## src/rtl/iod_regs.svh

```systemverilog
// Register indices, field positions, reset values and fixed addresses
`ifndef IOD_REGS_SVH
`define IOD_REGS_SVH
`define IOD_IDX_LDN          8'h07
`define IOD_IDX_OSC_CFG      8'h24
`define IOD_IDX_CFG_PORT_LO  8'h26
`define IOD_IDX_CFG_PORT_HI  8'h27
`define IOD_IDX_WIN0_HI      8'h60
`define IOD_IDX_WIN3_LO      8'h67
`define IOD_IDX_ACTIVATE     8'h30
`define IOD_IDX_IRQ_ROUTE    8'h70
`define IOD_IDX_IRQ8_POL     8'hF1
`define IOD_IDX_XMODE        8'hF0
`define IOD_LDN_EXT          8'h08
`define IOD_LDN_RUNTIME      8'h0A
`define IOD_OSC_QUAL16_BIT   6
`define IOD_CFG_PORT_LOW     16'h002E
`define IOD_CFG_PORT_HIGH    16'h004E
`define IOD_ROUTE_RESET      8'h00
`define IOD_ROUTE_NONE       4'h0
`define IOD_ROUTE_SMI        4'h2
`define IOD_ADDR_MAX         12'hFFF
`define IOD_ALIGN_1B         0
`define IOD_ALIGN_4B         2
`define IOD_ALIGN_16B        4
`endif

```

## src/rtl/iod_pkg.sv

```systemverilog
// Types shared by the decode and configuration logic
package iod_pkg;
    typedef struct packed {
        logic        valid;
        logic        write;
        logic [15:0] addr;
        logic [7:0]  data;
    } iod_io_cycle_t;

    typedef struct packed {
        logic [11:0] base;
        logic        enable;
    } iod_window_t;

    typedef enum logic [0:0] {
        IOD_MODE_1 = 1'b0,
        IOD_MODE_2 = 1'b1
    } iod_ext_mode_t;
endpackage

```

## src/rtl/iod_window_match.sv

```systemverilog
// One chip-select window comparator with per-window alignment
`timescale 1ns/1ps
`default_nettype none
module iod_window_match
    import iod_pkg::*;
#(
    parameter int ALIGN_BITS_M1 = 0,
    parameter int ALIGN_BITS_M2 = 0
) (
    input  wire logic          addr_ok,
    input  wire logic [11:0]   addr,
    input  wire iod_window_t   win,
    input  wire iod_ext_mode_t mode,
    output logic               hit
);
    // Wider masks would start eating into the programmed base itself
    if (ALIGN_BITS_M1 < 0 || ALIGN_BITS_M1 > 4 ||
        ALIGN_BITS_M2 < 0 || ALIGN_BITS_M2 > 4) begin : g_align_check
        $error("window alignment beyond 16 bytes unsupported");
    end

    // Low bits below the alignment are ignored on both sides
    wire [11:0] mask_m1 = 12'hFFF << ALIGN_BITS_M1;
    wire [11:0] mask_m2 = 12'hFFF << ALIGN_BITS_M2;
    wire [11:0] mask    = (mode == IOD_MODE_2) ? mask_m2 : mask_m1;

    assign hit = addr_ok && win.enable &&
                 ((addr & mask) == (win.base & mask));
endmodule
`default_nettype wire

```

## src/rtl/iod_config_decode.sv

```systemverilog
// Configuration port, chip-select window decode and interrupt routing
//
// What this block does
// - Window 0 base at 0x60/0x61, any byte 0x000-0xFFF, both modes.
// - Window 1 base at 0x62/0x63, 4-byte aligned, both modes.
// - Windows 2,3 at 0x64-0x67: 4-byte aligned mode 1, 16-byte mode 2.
// - Index written at config port, data read/written at port plus one.
// - Config port powers up at 0x02E or 0x04E by strap; relocatable.
// - Decode uses A11:A0; oscillator bit 6 also demands A15:A12 zero.
// - Route nibble: 0 none, 1-15 IRQ line, 2 drives SMI; upper reserved.
// - Routed IRQ lines follow the source level, active high; IRQ8 is active low while its polarity bit is set.
// - SMI output is active low while an interrupt is routed there.
// - IRQ8 polarity chosen by bit 0 of index 0xF1 in runtime device.
// - An IRQ line no device selects stays inactive.
`timescale 1ns/1ps
`default_nettype none
`include "iod_regs.svh"
module iod_config_decode
    import iod_pkg::*;
#(
    parameter int NUM_WIN = 4
) (
    input  wire logic          clk,
    input  wire logic          rst,
    input  wire logic          config_port_strap,
    input  wire iod_io_cycle_t io_cycle,
    output logic [7:0]         io_rdata,
    output logic               io_rdata_valid,
    input  wire logic          ext_irq_src,
    output logic [NUM_WIN-1:0] ext_select_window,
    output logic [15:1]        irq_line,
    output logic               system_mgmt_irq_n
);
    // The one-hot select and the window table assume four windows
    if (NUM_WIN != 4) begin : g_num_win_check
        $error("exactly four chip-select windows are supported");
    end

    ////////////////////////////////////////////////////////////////////
    // Strap synchroniser and power-up port placement
    // The strap is a pin; only the second flop is ever read
    logic strap_s1;
    logic strap_s2;
    logic strap_taken;
    always_ff @(posedge clk) begin
        strap_s1 <= config_port_strap;
        strap_s2 <= strap_s1;
    end

    logic [7:0]  index_reg;
    logic [7:0]  ldn;
    logic [7:0]  osc_cfg;
    logic [15:0] cfg_port;
    logic        ext_active;
    logic [7:0]  xmode;
    logic [7:0]  irq8_pol;
    logic [7:0]  primary_interrupt_route;
    logic [7:0]  win_reg [0:7];

    ////////////////////////////////////////////////////////////////////
    // Address qualification
    // Qualification gates every decode, the config port pair included
    wire qual16  = osc_cfg[`IOD_OSC_QUAL16_BIT];
    wire addr_ok = io_cycle.valid &&
                   (!qual16 || io_cycle.addr[15:12] == 4'h0);
    wire [11:0] a12 = io_cycle.addr[11:0];

    wire idx_hit  = addr_ok && a12 == cfg_port[11:0];
    wire data_hit = addr_ok && a12 == cfg_port[11:0] + 12'h001;
    wire cfg_hit  = idx_hit || data_hit;
    wire wr_idx   = idx_hit && io_cycle.write;
    wire wr_data  = data_hit && io_cycle.write;
    wire global_i = index_reg < `IOD_IDX_ACTIVATE;
    wire on_ext   = ldn == `IOD_LDN_EXT;
    wire on_rt    = ldn == `IOD_LDN_RUNTIME;
    wire win_idx  = index_reg >= `IOD_IDX_WIN0_HI &&
                    index_reg <= `IOD_IDX_WIN3_LO;
    wire [2:0] wsel = index_reg[2:0];

    // Write strobes; device registers need their device selected first
    wire wr_plo   = wr_data && index_reg == `IOD_IDX_CFG_PORT_LO;
    wire wr_phi   = wr_data && index_reg == `IOD_IDX_CFG_PORT_HI;
    wire wr_ldn   = wr_data && index_reg == `IOD_IDX_LDN;
    wire wr_osc   = wr_data && index_reg == `IOD_IDX_OSC_CFG;
    wire wr_act   = wr_data && on_ext && index_reg == `IOD_IDX_ACTIVATE;
    wire wr_xmode = wr_data && on_ext && index_reg == `IOD_IDX_XMODE;
    wire wr_route = wr_data && on_ext && index_reg == `IOD_IDX_IRQ_ROUTE;
    wire wr_pol   = wr_data && on_rt && index_reg == `IOD_IDX_IRQ8_POL;
    wire wr_win   = wr_data && on_ext && win_idx;

    ////////////////////////////////////////////////////////////////////
    // Configuration registers
    always_ff @(posedge clk) begin
        if (rst) begin
            strap_taken <= 1'b0;
            index_reg   <= 8'h00;
            ldn         <= 8'h00;
            osc_cfg     <= 8'h00;
            cfg_port    <= `IOD_CFG_PORT_LOW;
            ext_active  <= 1'b0;
            xmode       <= 8'h00;
            irq8_pol    <= 8'h00;
            primary_interrupt_route <= `IOD_ROUTE_RESET;
        end else begin
            if (!strap_taken) begin
                // Strap is caught after release, port picked once
                strap_taken <= 1'b1;
                cfg_port    <= strap_s2 ? `IOD_CFG_PORT_HIGH
                                        : `IOD_CFG_PORT_LOW;
            end else if (wr_plo) begin
                // Bit 0 dropped keeps the port pair on a 2-byte boundary
                cfg_port[7:0] <= {io_cycle.data[7:1], 1'b0};
            end else if (wr_phi) begin
                cfg_port[15:8] <= io_cycle.data;
            end
            if (wr_idx)
                index_reg <= io_cycle.data;
            if (wr_ldn)
                ldn <= io_cycle.data;
            if (wr_osc)
                osc_cfg <= io_cycle.data;
            if (wr_act)
                ext_active <= io_cycle.data[0];
            if (wr_xmode)
                xmode <= io_cycle.data;
            if (wr_route)
                primary_interrupt_route <= {4'h0, io_cycle.data[3:0]};
            if (wr_pol)
                irq8_pol <= {7'h00, io_cycle.data[0]};
        end
    end

    // Base registers; no reset needed beyond zero base
    always_ff @(posedge clk) begin
        if (rst) begin
            for (int i = 0; i < 8; i++)
                win_reg[i] <= 8'h00;
        end else if (wr_win) begin
            win_reg[wsel] <= io_cycle.data;
        end
    end

    ////////////////////////////////////////////////////////////////////
    // Data port readback
    logic [7:0] rd_val;
    always_comb begin
        rd_val = 8'h00;
        if (index_reg == `IOD_IDX_LDN)
            rd_val = ldn;
        else if (index_reg == `IOD_IDX_OSC_CFG)
            rd_val = osc_cfg;
        else if (index_reg == `IOD_IDX_CFG_PORT_LO)
            rd_val = cfg_port[7:0];
        else if (index_reg == `IOD_IDX_CFG_PORT_HI)
            rd_val = cfg_port[15:8];
        else if (!global_i && on_ext && win_idx)
            rd_val = win_reg[wsel];
        else if (on_ext && index_reg == `IOD_IDX_ACTIVATE)
            rd_val = {7'h00, ext_active};
        else if (on_ext && index_reg == `IOD_IDX_XMODE)
            rd_val = xmode;
        else if (on_ext && index_reg == `IOD_IDX_IRQ_ROUTE)
            rd_val = primary_interrupt_route;
        else if (on_rt && index_reg == `IOD_IDX_IRQ8_POL)
            rd_val = irq8_pol;
    end

    always_ff @(posedge clk) begin
        if (rst) begin
            io_rdata       <= 8'h00;
            io_rdata_valid <= 1'b0;
        end else begin
            io_rdata_valid <= cfg_hit && !io_cycle.write;
            io_rdata       <= idx_hit ? index_reg : rd_val;
        end
    end

    ////////////////////////////////////////////////////////////////////
    // Chip-select windows
    iod_ext_mode_t mode;
    assign mode = iod_ext_mode_t'(xmode[0]);
    wire [NUM_WIN-1:0] win_hit;
    localparam int AL_M1 [0:3] = '{`IOD_ALIGN_1B, `IOD_ALIGN_4B,
                                   `IOD_ALIGN_4B, `IOD_ALIGN_4B};
    localparam int AL_M2 [0:3] = '{`IOD_ALIGN_1B, `IOD_ALIGN_4B,
                                   `IOD_ALIGN_16B, `IOD_ALIGN_16B};
    // Config port cycles are masked so an overlapping window stays quiet

    for (genvar w = 0; w < NUM_WIN; w++) begin : g_win
        iod_window_t win;
        assign win.base   = {win_reg[2*w][3:0], win_reg[2*w+1]};
        assign win.enable = ext_active;
        iod_window_match #(
            .ALIGN_BITS_M1 (AL_M1[w]),
            .ALIGN_BITS_M2 (AL_M2[w])
        ) u_match (
            .addr_ok (addr_ok && !cfg_hit),
            .addr    (a12),
            .win     (win),
            .mode    (mode),
            .hit     (win_hit[w])
        );
    end

    // Lowest window wins so only one select is ever asserted
    wire [NUM_WIN-1:0] win_one = win_hit & (~win_hit + 4'h1);
    assign ext_select_window = win_one;

    ////////////////////////////////////////////////////////////////////
    // Interrupt routing
    // Lines the route does not name idle low; there is no separate
    // management disable, so IRQ2 is only free while route is not 2
    wire [3:0] route = primary_interrupt_route[3:0];
    for (genvar n = 1; n < 16; n++) begin : g_irq
        wire sel = ext_active && route == 4'(n);
        if (n == 8) begin : g_pol
            assign irq_line[n] = sel && (ext_irq_src ^ irq8_pol[0]);
        end else begin : g_plain
            assign irq_line[n] = sel && ext_irq_src;
        end
    end
    assign system_mgmt_irq_n = !(ext_active && route == `IOD_ROUTE_SMI
                                 && ext_irq_src);
endmodule
`default_nettype wire

```

## config.mk

```make
export PLATFORM = sky130hd
export DESIGN_NAME = iod_config_decode
export DESIGN_NICKNAME = d
export VERILOG_FILES = /design/src/rtl/iod_pkg.sv /design/src/rtl/iod_window_match.sv /design/src/rtl/iod_config_decode.sv
export VERILOG_INCLUDE_DIRS = /design/src /design/src/rtl
export SDC_FILE = /design/constraint.sdc
export NUM_CORES = 1
export LEC_CHECK = 0
export ABC_AREA = 0
export BUFFER_PORTS_ARGS = -buffer_cell sky130_fd_sc_hd__buf_4
export CAP_MARGIN = 20
export CORE_UTILIZATION = 55
export DETAILED_ROUTE_END_ITERATION = 12
export GPL_ROUTABILITY_DRIVEN = 0
export PLACE_DENSITY = 0.74
export SYNTH_ARGS = -nofsm -noshare
export SYNTH_HDL_FRONTEND = slang
export SYNTH_HIERARCHICAL = 1
export SYNTH_SLANG_ARGS = --single-unit
```

## constraint.sdc

```tcl
create_clock -name clk -period 4.01 [get_ports clk]
set_input_delay 0.802 -clock clk [delete_from_list [all_inputs] [get_ports clk]]
set_output_delay 0.802 -clock clk [all_outputs]
set_load 0.005 [all_outputs]
```

==> impl_metrics.py, run 1 <==
metrics = {
    "detailed_routing": {
        "finalWirelength_mm": 22.10,
        "ant_nets": 0,
        "first_pass_iters": 5,
        "wl_per_cell_um": 23.16,
        "drc_errors": 0,
        "drtIter0Drc": 801,
        "vias": 6394,
        "viasPerCell": 6.702,
    },
    "timing": {
        "fmax_mhz": 271.5,
        "skew_ns": 0.005623,
        "post-route-min-period_ns": 3.683,
        "setup_tns_ns": 0,
        "maxSlewHeadroom": 0.3290,
        "drv_slew": 0,
        "grt_setup_unrepaired": "false",
        "period_share": 0.9184,
        "max_slew.worst_pin.slew_ns": 1.006,
        "setup-violations-final": 0,
        "hold_viol_final": 0,
        "finalWorstSetupSlack_ns": 0.3271,
    },
    "clock_tree": {
        "cts_tree": "built",
        "ctsResizeCount": 0,
        "htreeDepth": 4,
        "clk_latency_ns": 0.43,
        "clockBufferDepth": 2,
        "clk_pin_slew_ns": 0.05,
        "hold_buffers": 0,
        "cts-root-buf": "clkbuf_16",
        "postCtsSetupBuffers": 0,
        "numCtsBuffers": 17,
        "clock-sinks": 132,
    },
    "worst_setup_path": {
        "crit_path_end_kind": "output pin",
        "setup.worst_path.end": "ext_select_window[1]",
        "crit_path_max_fanout": 4,
        "startpoint_type": "input port",
        "crit_type": "input port to output pin",
        "cp.required_ns": 3.21,
        "crit_arrival_ns": 2.88,
        "critPathLaunch": "io_cycle[21]",
        "reg2regPathDepth": 6,
        "r2r_end": "win_reg[7][0]",
        "regToRegSetupSlack_ns": 0.92,
        "r2r-start": "index_reg[5]",
    },
    "synth": {
        "synthesis.area_um2": 7136,
        "synth_edf_count": 64,
        "yosysWarnings": 6,
        "synth_top_area_cell": "edfxtp_1",
        "syn-instance-count": 723,
        "ys.flop_type": "dfxtp_1",
        "syn_avg_cell_area_um2": 9.869,
        "yosysMostFrequentCell": "o21ai_0",
        "synth_top_area_share": 0.2693,
        "yosysSeqAreaShare": 0.4601,
        "ys_types": 66,
        "synth_seq_cells": 132,
        "synth_commonest_cells": "o21ai_0, nand3_1, dfxtp_1, edfxtp_1, nor3_1",
        "syn_nets": 753,
        "synthArstFlopShare": 0,
        "synth_area_leaders": "edfxtp_1, dfxtp_1, xnor2_1",
    },
    "global_routing": {
        "grt_usage": 0.3465,
        "grt_max_degree": 49,
        "antenna_found_initial": 0,
        "grt_pass1_wl_mm": 34.00,
        "grt-ovfl-total": 0,
        "grt_pass1_vias": 6018,
    },
    "die": {
        "die_area_um2": 13430,
        "rows": 41,
        "die_x_um": 115.9,
        "die_y_um": 115.9,
        "core_area_um2": 12620,
        "start_util": 0.5654,
        "pin_count": 59,
    },
    "power_and_ir_drop": {
        "cellPowerDensity_nw_per_um2": 383.9,
        "ir_worst_vdd_v": 0.0002946,
        "leakage_nw": 2.623,
    },
    "final_layout": {
        "largest_register_ffs": 64,
        "diodes": 0,
        "final_net_count": 800,
        "area_delta_synth_final_pct": 16.96,
        "drive_above_1_share": 0.2110,
    },
    "placed_design": {
        "post-dp-hpwl_mm": 15.45,
        "io_buffers": 58,
        "place_ws_ns": 0.3659,
    },
    "worst_hold_path": {
        "hold_path.class": "flip-flop to flip-flop",
        "hold-path-cell-count": 0,
    },
    "status": {
        "outcome": "complete, no violations",
    },
    "run": {
        "cap_violations": 0,
    },
}
## critical path, stage by stage
cell	delay, ns
buf_4	0.13
o41ai_4	0.48
nand2_1	0.16
nor2_1	0.28
nand2_1	0.09
or4_1	0.44
nor3_2	0.22
nor2b_1	0.16
buf_4	0.11
## area by class of cell
class / count / area, µm²
Clock buffer: 28 / 558.0
Clock inverter: 3 / 40.04
Fill cell: 1045 / 4274
Inverter: 19 / 71.32
Multi-Input combinational cell: 513 / 3525
Sequential cell: 132 / 3283
Tap cell: 172 / 215.2
Timing Repair Buffer: 87 / 653.1
## where the power goes
group / switching, mW / total, mW / internal (mW) / leakage (nW)
logic: 0.117 / 0.190 / 0.0736 / 1.13
registers: 0.0208 / 1.46 / 1.44 / 1.20
clock network: 0.553 / 1.55 / 1.00 / 0.298
total: 0.691 / 3.20 / 2.51 / 2.62
## layout by cell type (no fill, tap or decap), types with 18 or more instances in the layout
master	count
xnor2_1	51
a21oi_1	57
nor2_1	24
buf_4	87
nor3_1	59
dfxtp_1	68
clkbuf_16	18
nand3_1	69
nand2_1	21
o21ai_0	84
edfxtp_1	64
## worst min path at each step
stage	startpoint	to
finish	strap_s1	strap_s2
global route	strap_s1	strap_s2
floorplan	strap_s1	strap_s2
global placement	strap_s1	strap_s2
detailed placement	strap_s1	strap_s2
CTS	strap_s1	strap_s2
## stage by stage
stage          instances    util  hold WS [ns]  total power, mW  cell area (µm²)
2_1_floorplan        723       -        0.3096            1.574             7136
3_3_place_gp         923  0.6139        0.3160            1.664             7747
3_5_place_dp         923  0.6139        0.3164            1.671             7747
4_1_cts              954  0.6613        0.3289            3.204             8346
5_1_grt              954  0.6613        0.3374            3.275             8346
6_report             954  0.6613        0.3296            3.204             8346
## layer usage
metal | vias to the layer above | GRT usage | share of wire
met4 | 0 | 0.1846 | 0.043
met1 | 3067 | 0.4421 | 0.38
met2 | 423 | 0.5504 | 0.48
met3 | 85 | 0.07845 | 0.10
met5 | - | 0 | 0
li1 | 2819 | - | -
## cell families (layout without fill, tap and decap cells)
kind of cell / Yosys count / after routing / share of synthesized area
DFF: 132 / 132 / 0.4601
and+or+nand+nor: 260 / 260 / 0.2195
muxes: 25 / 25 / 0.06330
AOI/OAI and AO/OA: 174 / 174 / 0.1419
buffers and inverters: 78 / 137 / 0.04892
xor gates and xnor gates: 54 / 54 / 0.06628
Power figures use the tool's default switching activity.
==> run 2, diff against run 1 <==
Settings changed: ABC_AREA 0 to 1.
==> run 2 against run 1 <==
Critical endpoint is now ext_select_window[3]. Register-to-register slack gained 0.43 ns. Final cell count up 32%. Hold slack better by 0.0025 ns. Global-route usage decreased by 2.0 points. Utilization decreased by 0.10 points. Final area grew 1.5%. Flip-flop and latch count unchanged. Fmax up 7.9%. Clock power barely moved. Total power rose by 0.13%. First-iteration DRC count down 3.6%. Sequential share of layout area is 0.57 points lower.
==> impl_metrics.py, run 2 <==
metrics = {
    "die": {
        "core_area_um2": 12820,
        "pin_count": 59,
        "die_y_um": 117.4,
        "die_area_um2": 13790,
        "start_util": 0.5713,
        "rows": 41,
        "die_x_um": 117.4,
    },
    "clock_tree": {
        "clockBufferDepth": 2,
        "cts-root-buf": "clkbuf_16",
        "clk_pin_slew_ns": 0.06,
        "numCtsBuffers": 17,
        "hold_buffers": 0,
        "postCtsSetupBuffers": 0,
        "clock-sinks": 132,
        "clk_latency_ns": 0.43,
        "cts_tree": "built",
        "htreeDepth": 4,
        "ctsResizeCount": 0,
    },
    "final_layout": {
        "layout_commonest_cell": "nand2_1",
        "seqCellArea_um2": 3283,
        "final_net_count": 1107,
        "diodes": 0,
        "largest_register_ffs": 64,
        "multi_input_area_um2": 3359,
        "fillers": 1142,
        "fin_util": 0.6603,
        "layout.cells.non_filler": 1262,
        "final_cell_mix": "nand2_1, nor2_1, inv_1",
        "area_delta_synth_final_pct": 15.57,
        "drive_above_1_share": 0.1266,
    },
    "worst_setup_path": {
        "startpoint_type": "input port",
        "cp.required_ns": 3.21,
        "crit_chain": "buf_4, nand2_1, clkinv_1, o211ai_1, nor2_1, nand2_4, nand2_1, inv_1, nand2_1, inv_1, nand2_1, nor2_1, nand3_1, nor2_1, nand2_1, nor3_1, buf_4",
        "r2r-start": "cfg_port[3]",
        "reg2regPathDepth": 10,
        "path_common_cell": "nand2_1",
        "crit_arrival_ns": 2.61,
        "crit_path_end_kind": "output pin",
        "cp_slowest_stage_delay_ns": 0.23,
        "crit_type": "input port to output pin",
        "r2r_end": "win_reg[1][3]",
        "regToRegSetupSlack_ns": 1.35,
        "cp_slowest_cell": "o211ai_1",
        "crit_path_max_fanout": 9,
    },
    "worst_hold_path": {
        "min_to": "strap_s2",
        "hp-start": "strap_s1",
        "hold_path.class": "flip-flop to flip-flop",
        "hold-path-cell-count": 0,
    },
    "detailed_routing": {
        "drc_errors": 0,
        "drtIter0Drc": 772,
        "ant_nets": 0,
        "first_pass_iters": 6,
        "wl_per_cell_um": 17.48,
        "viasPerCell": 5.608,
        "finalWirelength_mm": 22.06,
        "vias": 7077,
    },
    "global_routing": {
        "grt-ovfl-total": 0,
        "grt_max_degree": 34,
        "grt_pass1_vias": 6352,
        "grt_pass1_wl_mm": 34.07,
        "antenna_found_initial": 0,
        "grt_usage": 0.3263,
    },
    "synth": {
        "synth_top_family_by_area": "simple AND/OR/NAND/NOR gates",
        "yosysMostFrequentCell": "nand2_1",
        "syn_nets": 1055,
        "syn-instance-count": 1025,
        "synthAdderAreaFrac": 0,
        "synth_compound_area_frac": 0.09717,
        "synthesis.area_um2": 7327,
        "synth_seq_cells": 132,
        "synth_top_area_share": 0.2623,
        "synth-xor-area-share": 0.01878,
        "synth_edf_count": 64,
        "synth_commonest_cells": "nand2_1, nor2_1, inv_1, dfxtp_1, o21ai_0",
        "yosysSeqAreaShare": 0.4481,
        "synth_area_leaders": "edfxtp_1, dfxtp_1, nand2_1",
        "syn_avg_cell_area_um2": 7.148,
        "yosysWarnings": 6,
        "synth_simple_gate_area_frac": 0.3426,
        "synthArstFlopShare": 0,
        "ys_types": 40,
        "ys.flop_type": "dfxtp_1",
        "synth_top_area_cell": "edfxtp_1",
        "muxShareOfSynthArea": 0,
    },
    "timing": {
        "max_slew.worst_pin.slew_ns": 0.9061,
        "drv_slew": 0,
        "fmax_mhz": 293.0,
        "hold_viol_final": 0,
        "period_share": 0.8511,
        "skew_ns": 0.008819,
        "grt_setup_unrepaired": "false",
        "post-route-min-period_ns": 3.413,
        "maxSlewHeadroom": 0.3952,
        "setup-violations-final": 0,
        "setup_tns_ns": 0,
        "finalWorstSetupSlack_ns": 0.5970,
    },
    "power_and_ir_drop": {
        "cellPowerDensity_nw_per_um2": 378.8,
        "leakage_nw": 4.028,
        "ir_worst_vdd_v": 0.0003300,
    },
    "placed_design": {
        "io_buffers": 58,
        "post-dp-hpwl_mm": 15.80,
        "place_ws_ns": 0.6070,
        "dpl.cell_count": 1230,
    },
    "status": {
        "outcome": "complete, no violations",
    },
    "run": {
        "cap_violations": 0,
    },
}
run 2: cell type report:
cell class,count,share of cell area
multi-input combinational,718,0.3967
sequential,132,0.3877
inverter,146,0.06501
clock buffer,20,0.05644
timing repair buffer,62,0.05496
tap,172,0.02541
clock inverter,12,0.01374
run 2: logic make-up (layout without fill, tap and decap cells):
| family | count (synthesis) | after routing |
|---|---|---|
| buffers and inverters | 175 | 240 |
| DFF | 132 | 132 |
| xor gates and xnor gates | 14 | 14 |
| and+or+nand+nor | 570 | 570 |
| AOI/OAI and AO/OA | 134 | 134 |
run 2: per-stage QoR:
step / total power, mW / hold WS (ns) / cell area (µm²)
4_1_cts: 3.196 / 0.3359 / 8468
2_1_floorplan: 1.581 / 0.3096 / 7327
3_5_place_dp: 1.674 / 0.3154 / 7874
3_3_place_gp: 1.671 / 0.3220 / 7874
5_1_grt: 3.284 / 0.3544 / 8468
6_report: 3.208 / 0.3321 / 8468
run 2: worst max path at each step:
stage                      start                    to  slack, ns
floorplan           io_cycle[10]  ext_select_window[3]       1.13
global placement    io_cycle[11]  ext_select_window[2]       0.63
detailed placement  io_cycle[11]  ext_select_window[2]       0.61
CTS                 io_cycle[11]  ext_select_window[2]       0.60
global route        io_cycle[11]  ext_select_window[3]       0.39
finish              io_cycle[11]  ext_select_window[3]       0.60
run 2: layer usage:
metal  track usage  wire length [µm]  up-vias
met5             0                 0        -
met4        0.1640               898        0
met3       0.09533              2669       67
met2        0.4530              9235      409
met1        0.4588              9257     3242
li1              -                 -     3359
run 2: power breakdown:
group          leakage, nW  internal [mW]  switching, mW
Combinational         2.53         0.0601          0.124
Sequential            1.21           1.44         0.0290
Clock                0.292          0.931          0.625
Total                 4.03           2.43          0.778
run 2: worst max-delay path: cells and delay by family:
kind            cells  cell delay [ns]
simple gates       11             1.05
compound gates      1             0.23
buf+inv             5             0.53
